File: config.mk
export PLATFORM = sky130hd
export DESIGN_NAME = ups_status_regs
export DESIGN_NICKNAME = d
export VERILOG_FILES = /design/src/rtl/ups_pkg.sv /design/src/rtl/ups_status_regs.sv
export SDC_FILE = /design/constraint.sdc
export NUM_CORES = 1
export LEC_CHECK = 0
export BUFFER_PORTS_ARGS = -buffer_cell sky130_fd_sc_hd__buf_2
export CORE_AREA = 2 2 79 81
export CTS_CLUSTER_SIZE = 40
export DETAILED_ROUTE_END_ITERATION = 16
export DIE_AREA = 0 0 81 83
export PLACE_DENSITY = 0.84
export SLEW_MARGIN = 30
export SYNTH_ARGS = -nofsm -noshare
export SYNTH_HDL_FRONTEND = slang
export SYNTH_SLANG_ARGS = --single-unit
File: constraint.sdc
create_clock -name CLK -period 6.5 [get_ports CLK]
set_input_delay 1.3 -clock CLK [delete_from_list [all_inputs] [get_ports CLK]]
set_output_delay 1.3 -clock CLK [all_outputs]
set_load 0.02 [all_outputs]
File: src/rtl/ups_pkg.sv
// Package for the transceiver status register bank: offsets, reset values, types.
// Assumes register cycles are already decoded from the link framing on CLK.
package ups_pkg;
    // ------------------------------------------------------------
    // Register offsets
    // ------------------------------------------------------------
    localparam logic [7:0] UPS_RISE_EN_BASE = 8'h0d;
    localparam logic [7:0] UPS_FALL_EN_BASE = 8'h10;
    localparam logic [7:0] UPS_LIVE_ADDR = 8'h13;
    localparam logic [7:0] UPS_STICKY_ADDR = 8'h14;
    localparam logic [7:0] UPS_DEBUG_ADDR = 8'h15;
    localparam logic [7:0] UPS_SPARE_BASE = 8'h16;
    localparam logic [7:0] UPS_EXT_GATE_ADDR = 8'h2f;
    localparam logic [7:0] UPS_PWR_BASE = 8'h3d;
    localparam logic [7:0] UPS_EXT_LIMIT = 8'h40;
    localparam logic [7:0] UPS_SET_OFS = 8'h01;
    localparam logic [7:0] UPS_CLR_OFS = 8'h02;
    // ------------------------------------------------------------
    // Reset values and field positions
    // ------------------------------------------------------------
    localparam logic [4:0] UPS_EDGE_EN_RST = 5'h1f;
    localparam logic [7:0] UPS_SPARE_RST = 8'h00;
    localparam logic [7:0] UPS_PWR_RST = 8'h00;
    localparam logic [7:0] UPS_PWR_USED_MASK = 8'h0c;
    localparam int UPS_PWR_FALL_BIT = 3;
    localparam int UPS_PWR_RISE_BIT = 2;
    localparam logic [2:0] UPS_PAD3 = 3'h0;
    localparam logic [5:0] UPS_PAD6 = 6'h00;

    // Interrupt sources, same bit order as the live status byte
    typedef struct packed {
        logic id_grounded_level;
        logic session_end_level;
        logic session_valid_level;
        logic bus_power_valid_level;
        logic host_disconnect_level;
    } ups_src_t;

    // Decoded register access from the link
    typedef struct packed {
        logic wr;
        logic rd;
        logic [5:0] addr;
        logic [7:0] ext_addr;
        logic [7:0] wdata;
    } ups_req_t;

    typedef enum logic [2:0] {
        UPS_OP_NONE = 3'b001,
        UPS_OP_SET = 3'b010,
        UPS_OP_CLR = 3'b100
    } ups_op_t;
endpackage

File: src/rtl/ups_status_regs.sv
// Status, sticky, debug, spare and power-edge registers of the transceiver.
// Assumes the link framing decodes register cycles into one-cycle strobes on CLK,
// and that detector levels arrive asynchronously from the analog front end.
// ------------------------------------------------------------
// ------------------------------------------------------------
module ups_status_regs
    import ups_pkg::*;
(
    input wire logic CLK,
    input wire logic RST,
    input wire logic REG_WR,
    input wire logic REG_RD,
    input wire logic [5:0] REG_ADDR,
    input wire logic [7:0] REG_EXT_ADDR,
    input wire logic [7:0] REG_WDATA,
    input wire logic LOW_POWER,
    input wire logic ID_GROUNDED_PIN,
    input wire logic SESSION_END_PIN,
    input wire logic SESSION_VALID_PIN,
    input wire logic BUS_POWER_VALID_PIN,
    input wire logic HOST_DISCONNECT_PIN,
    input wire logic B_SESSION_VALID_PIN,
    input wire logic [1:0] LINE_STATE_PIN,
    output logic [7:0] REG_RDATA,
    output logic REG_RACK,
    output logic RXCMD_REQ,
    output logic RXCMD_ALT_INT,
    output logic [4:0] RXCMD_SRC
);
    // ------------------------------------------------------------
    // Input synchronisers
    // ------------------------------------------------------------
    logic [7:0] pin_meta_r, pin_sync_r, pin_prev_r;
    logic first_r;
    ups_src_t src, src_prev;
    logic bvalid, bvalid_prev;
    logic [1:0] line_state;

    always_ff @(posedge CLK) begin
        pin_meta_r <= {ID_GROUNDED_PIN, SESSION_END_PIN, SESSION_VALID_PIN,
                       BUS_POWER_VALID_PIN, HOST_DISCONNECT_PIN,
                       B_SESSION_VALID_PIN, LINE_STATE_PIN};
        pin_sync_r <= pin_meta_r;
        pin_prev_r <= pin_sync_r;
    end

    // Suppress edge detection until prev holds a real sample
    always_ff @(posedge CLK) begin
        if (RST) begin
            first_r <= 1'b1;
        end else begin
            first_r <= 1'b0;
        end
    end

    assign src = ups_src_t'(pin_sync_r[7:3]);
    assign src_prev = ups_src_t'(pin_prev_r[7:3]);
    assign bvalid = pin_sync_r[2];
    assign bvalid_prev = pin_prev_r[2];
    assign line_state = pin_sync_r[1:0];

    // ------------------------------------------------------------
    // Address decode
    // ------------------------------------------------------------
    ups_req_t req;
    logic [7:0] eff_addr;
    logic mapped;

    assign req = '{wr: REG_WR, rd: REG_RD, addr: REG_ADDR, ext_addr: REG_EXT_ADDR,
                   wdata: REG_WDATA};

    always_comb begin
        eff_addr = {2'h0, req.addr};
        if ({2'h0, req.addr} == UPS_EXT_GATE_ADDR) begin
            eff_addr = req.ext_addr;
        end
        // Extended 40h..FFh and alias of 2Fh itself touch nothing
        mapped = (eff_addr < UPS_EXT_LIMIT) && (eff_addr != UPS_EXT_GATE_ADDR);
    end

    function automatic ups_op_t op_at(input logic [7:0] a, input logic [7:0] base);
        if (a == base) begin
            op_at = UPS_OP_NONE;
        end else if (a == base + UPS_SET_OFS) begin
            op_at = UPS_OP_SET;
        end else begin
            op_at = UPS_OP_CLR;
        end
    endfunction

    function automatic logic hit3(input logic [7:0] a, input logic [7:0] base);
        hit3 = (a >= base) && (a <= base + UPS_CLR_OFS);
    endfunction

    function automatic logic [7:0] apply_op(input logic [7:0] cur, input logic [7:0] d,
                                            input ups_op_t op);
        case (op)
            UPS_OP_NONE: apply_op = d;
            UPS_OP_SET: apply_op = cur | d;
            UPS_OP_CLR: apply_op = cur & ~d;
            default: apply_op = cur;
        endcase
    endfunction

    // ------------------------------------------------------------
    // Writable registers
    // ------------------------------------------------------------
    logic [7:0] rise_en_r, rise_en_nxt, fall_en_r, fall_en_nxt;
    logic [7:0] spare_r, spare_nxt, pwr_r, pwr_nxt;
    logic wr_ok;

    assign wr_ok = req.wr && mapped;

    always_comb begin
        rise_en_nxt = rise_en_r;
        fall_en_nxt = fall_en_r;
        spare_nxt = spare_r;
        pwr_nxt = pwr_r;
        if (wr_ok && hit3(eff_addr, UPS_RISE_EN_BASE)) begin
            rise_en_nxt = apply_op(rise_en_r, req.wdata, op_at(eff_addr, UPS_RISE_EN_BASE));
        end
        if (wr_ok && hit3(eff_addr, UPS_FALL_EN_BASE)) begin
            fall_en_nxt = apply_op(fall_en_r, req.wdata, op_at(eff_addr, UPS_FALL_EN_BASE));
        end
        if (wr_ok && hit3(eff_addr, UPS_SPARE_BASE)) begin
            spare_nxt = apply_op(spare_r, req.wdata, op_at(eff_addr, UPS_SPARE_BASE));
        end
        if (wr_ok && hit3(eff_addr, UPS_PWR_BASE)) begin
            // Reserved bits are stored as written; the link keeps them zero
            pwr_nxt = apply_op(pwr_r, req.wdata, op_at(eff_addr, UPS_PWR_BASE));
        end
    end

    always_ff @(posedge CLK) begin
        if (RST) begin
            rise_en_r <= {UPS_PAD3, UPS_EDGE_EN_RST};
            fall_en_r <= {UPS_PAD3, UPS_EDGE_EN_RST};
            spare_r <= UPS_SPARE_RST;
            pwr_r <= UPS_PWR_RST;
        end else begin
            rise_en_r <= rise_en_nxt;
            fall_en_r <= fall_en_nxt;
            spare_r <= spare_nxt;
            pwr_r <= pwr_nxt;
        end
    end

    // ------------------------------------------------------------
    // Edge events, sticky byte and receive commands
    // ------------------------------------------------------------
    logic [4:0] rise_ev, fall_ev, src_ev;
    logic b_rise, b_fall, alt_ev;
    logic [4:0] sticky_r, sticky_nxt;
    logic rd_sticky;
    logic rxreq_r, rxreq_nxt, rxalt_r, rxalt_nxt;
    logic [4:0] rxsrc_r, rxsrc_nxt;

    assign rise_ev = first_r ? 5'h00 : (src & ~src_prev & rise_en_r[4:0]);
    assign fall_ev = first_r ? 5'h00 : (~src & src_prev & fall_en_r[4:0]);
    assign src_ev = rise_ev | fall_ev;
    assign b_rise = !first_r && bvalid && !bvalid_prev && pwr_r[UPS_PWR_RISE_BIT];
    assign b_fall = !first_r && !bvalid && bvalid_prev && pwr_r[UPS_PWR_FALL_BIT];
    assign alt_ev = b_rise | b_fall;
    assign rd_sticky = req.rd && (eff_addr == UPS_STICKY_ADDR);

    always_comb begin
        sticky_nxt = sticky_r;
        if (rd_sticky || LOW_POWER) begin
            sticky_nxt = 5'h00;
        end
        // A new event in the clearing cycle survives the clear
        sticky_nxt = sticky_nxt | src_ev;
        rxreq_nxt = (|src_ev || alt_ev) && !LOW_POWER;
        // Alternate bit only travels with a command, never alone in low power
        rxalt_nxt = alt_ev && !LOW_POWER;
        rxsrc_nxt = src;
    end

    always_ff @(posedge CLK) begin
        if (RST) begin
            sticky_r <= 5'h00;
            rxreq_r <= 1'b0;
            rxalt_r <= 1'b0;
            rxsrc_r <= 5'h00;
        end else begin
            sticky_r <= sticky_nxt;
            rxreq_r <= rxreq_nxt;
            rxalt_r <= rxalt_nxt;
            rxsrc_r <= rxsrc_nxt;
        end
    end

    // ------------------------------------------------------------
    // Read data
    // ------------------------------------------------------------
    logic [7:0] rdata_r, rdata_nxt;
    logic rack_r, rack_nxt;

    always_comb begin
        rdata_nxt = 8'h00;
        rack_nxt = req.rd;
        if (req.rd && mapped) begin
            if (eff_addr == UPS_LIVE_ADDR) begin
                rdata_nxt = {UPS_PAD3, src};
            end else if (eff_addr == UPS_STICKY_ADDR) begin
                rdata_nxt = {UPS_PAD3, sticky_r};
            end else if (eff_addr == UPS_DEBUG_ADDR) begin
                rdata_nxt = {UPS_PAD6, line_state};
            end else if (hit3(eff_addr, UPS_RISE_EN_BASE)) begin
                rdata_nxt = rise_en_r;
            end else if (hit3(eff_addr, UPS_FALL_EN_BASE)) begin
                rdata_nxt = fall_en_r;
            end else if (hit3(eff_addr, UPS_SPARE_BASE)) begin
                rdata_nxt = spare_r;
            end else if (hit3(eff_addr, UPS_PWR_BASE)) begin
                rdata_nxt = pwr_r;
            end else begin
                rdata_nxt = 8'h00;
            end
        end
    end

    always_ff @(posedge CLK) begin
        if (RST) begin
            rdata_r <= 8'h00;
            rack_r <= 1'b0;
        end else begin
            rdata_r <= rdata_nxt;
            rack_r <= rack_nxt;
        end
    end

    assign REG_RDATA = rdata_r;
    assign REG_RACK = rack_r;
    assign RXCMD_REQ = rxreq_r;
    assign RXCMD_ALT_INT = rxalt_r;
    assign RXCMD_SRC = rxsrc_r;
endmodule

==> flow_summary.yaml <==
final_layout:
  instances_no_fill: 478
  finalCoreUtilization: 0.6749
  mostFrequentLayoutCell: "dfxtp_1"
  n_fill_cell: 491
  area_growth_pct: 12.24
  fin_area_um2: 3925
  final_cell_mix: "dfxtp_1, buf_2, a21oi_1"
  drive_gt1_frac: 0.2208
  nets: 433
  diodes: 0
grt:
  gr-usage-all-layers: 0.2779
  antenna_found_initial: 0
  overflow: 0
  grt_max_degree: 40
  first_global_vias: 2951
  grt_pass1_wl_um: 14410
routing:
  antenna_left: 0
  drtIter0Drc: 357
  via_per_inst: 6.609
  drcViolationCount: 0
  drt-wirelength-per-cell_um: 18.54
  dr.pass1.iters: 7
  routed_wl_um: 8862
  vias: 3159
clock_network:
  cts_made_buffers: 9
  cts_tree: "yes"
  clkLatencyLatePin_ps: 360
  root_buffer: "clkbuf_8"
  cts_sinks: 76
  cts_hold_buf: 0
  clk_pin_slew_ps: 80
  cts_resized: 0
  h-tree-depth: 3
  post_cts_buffers: 0
  clockBufferDepth: 2
synth:
  syn_area_um2: 3497
  yosys_warnings: 0
  synthesis.nets: 397
  postSynthAreaPerCell_um2: 9.661
  synth.top_cell.area_share: 0.4351
  yosysSeqAreaShare: 0.4351
  async_flop_share: 0
  synth_cells: 362
  ys_types: 66
  synth_edf_count: 0
  synth_area_leaders: "dfxtp_1, a21oi_1, o211ai_1, a32o_1, a221o_1"
  synth_ff_type: "dfxtp_1"
  yosys.area.top_type: "dfxtp_1"
  ys_ff_latch: 76
critical_path:
  cp-end-kind: "flop"
  start_kind: "primary input"
  criticalPathCategory: "primary input to flop"
  cp_max_fo: 6
  required_ps: 6750
  arrival_ps: 3620
placement:
  dp_cells: 462
  pre_cts_slack_ps: 2843
  placed_cell_area_um2: 3725
  place_congestion: 0.8542
  portBuffers: 50
  hpwl_um: 6132
floorplan:
  dieArea_um2: 6723
  core_area_um2: 5816
  ioPinCount: 51
  die_h_um: 83
  initial_core_util: 0.6013
  std_cell_rows: 28
  die_w_um: 81
sta:
  fmax_mhz: 296.1
  fin_ws_ps: 3123
  hold_violations: 0
  setup_viol: 0
  worst_pin_slew_ps: 952.3
  fin_crit_sh: 0.5196
  finalSetupTns_ps: 0
  relSlewSlack: 0.3594
  slew_viol_final: 0
  hold_ws_ps: 332.9
  rsz0062_at_grt: "false"
  period_needed_ps: 3378
  clock_skew_ps: 9.049
hold_path:
  hp-class: "flop to flop"
power_and_ir_drop:
  power_leakage_nw: 1.412
  p_total_mw: 0.9377
  pwr_density_cell_nw_per_um2: 238.9
  ir_worst_vdd_uv: 201.3
run:
  maxCapViolations: 0
status:
  status: "finished clean"
[power by group]
part / total (mW) / internal (mW) / switching [mW] / leakage, nW
sequential: 0.486 / 0.479 / 0.00720 / 0.624
combinational: 0.0946 / 0.0318 / 0.0628 / 0.684
clock: 0.357 / 0.154 / 0.203 / 0.103
[cell families (layout without fill, tap and decap cells)]
| group | after synthesis | count (layout) | share of synthesized area |
|---|---|---|---|
| flip-flops | 76 | 76 | 0.4351 |
| multiplexers | 5 | 5 | 0.01431 |
| AO/OA/AOI/OAI | 133 | 133 | 0.2977 |
| buffers and inverters | 40 | 81 | 0.05044 |
| AND/OR/NAND/NOR | 108 | 108 | 0.2025 |
[worst max-delay path: stages]
cell and delay [ps]:
buf_2 130, nand3b_1 270, nor3_1 300, o31ai_1 130, a21boi_0 760, o211ai_1 390, a221oi_1 340
[synth_stat cells (all sizes together), types with 2 or more instances]
library cell   n
a21boi         3
a21o           3
a21oi         31
a221o         10
a221oi         5
a31oi          2
a32o          11
and2           2
and3           2
buf           14
clkbuf        12
dfxtp         76
inv           14
mux2i          5
nand2         10
nand2b         3
nand3         11
nand3b        13
nand4          4
nand4b         3
nor2          25
nor2b         11
nor3           6
nor3b          5
nor4           2
o211ai        20
o21ai         18
o21bai         5
o221ai         3
o31a           2
o31ai          2
o32a           2
o32ai          8
or2            5
or3            2
[path summary, 6_finish.rpt]
check / startpoint / end / slack, ps / depth (start not counted)
worst max-delay path: REG_ADDR[4] / REG_RDATA[6]$_SDFF_PP0_ / 3120 / 7
worst min-delay path: pin_meta_r[1]$_DFF_P_ / pin_sync_r[1]$_DFF_P_ / 330 / 0
worst max register to register: pin_sync_r[6]$_DFF_P_ / RXCMD_REQ$_SDFF_PP0_ / 5030 / 5
worst min register to register: pin_meta_r[1]$_DFF_P_ / pin_sync_r[1]$_DFF_P_ / 330 / 0
[cell type report]
class                   count  area [um2]  share of cell area
flip-flops and latches     76        1521              0.3876
well taps                  75       93.84             0.02391
inverters                  14       52.55             0.01339
clock inverters             7       76.32             0.01945
multi-input cells         246        1799              0.4584
repair buffers             51       257.7             0.06567
clock buffers               9       123.9             0.03156
[routing by layer]
layer	global-route usage	vias to the layer above	wire [um]
li1	-	1455	-
met4	0.1279	0	331
met3	0.05870	30	781
met5	0	-	0
met1	0.3616	1496	3551
met2	0.4373	178	4198
[flip-flops by register name (all words and copies together), names as in the netlist]
register / cells
REG_RDATA: 8
fall_en_r: 8
pin_meta_r: 8
pin_sync_r: 8
pwr_r: 8
rise_en_r: 8
spare_r: 8
pin_prev_r: 6
RXCMD_SRC: 5
sticky_r: 5
REG_RACK: 1
RXCMD_ALT_INT: 1
RXCMD_REQ: 1
first_r: 1
(Power assumes the default switching activity.)
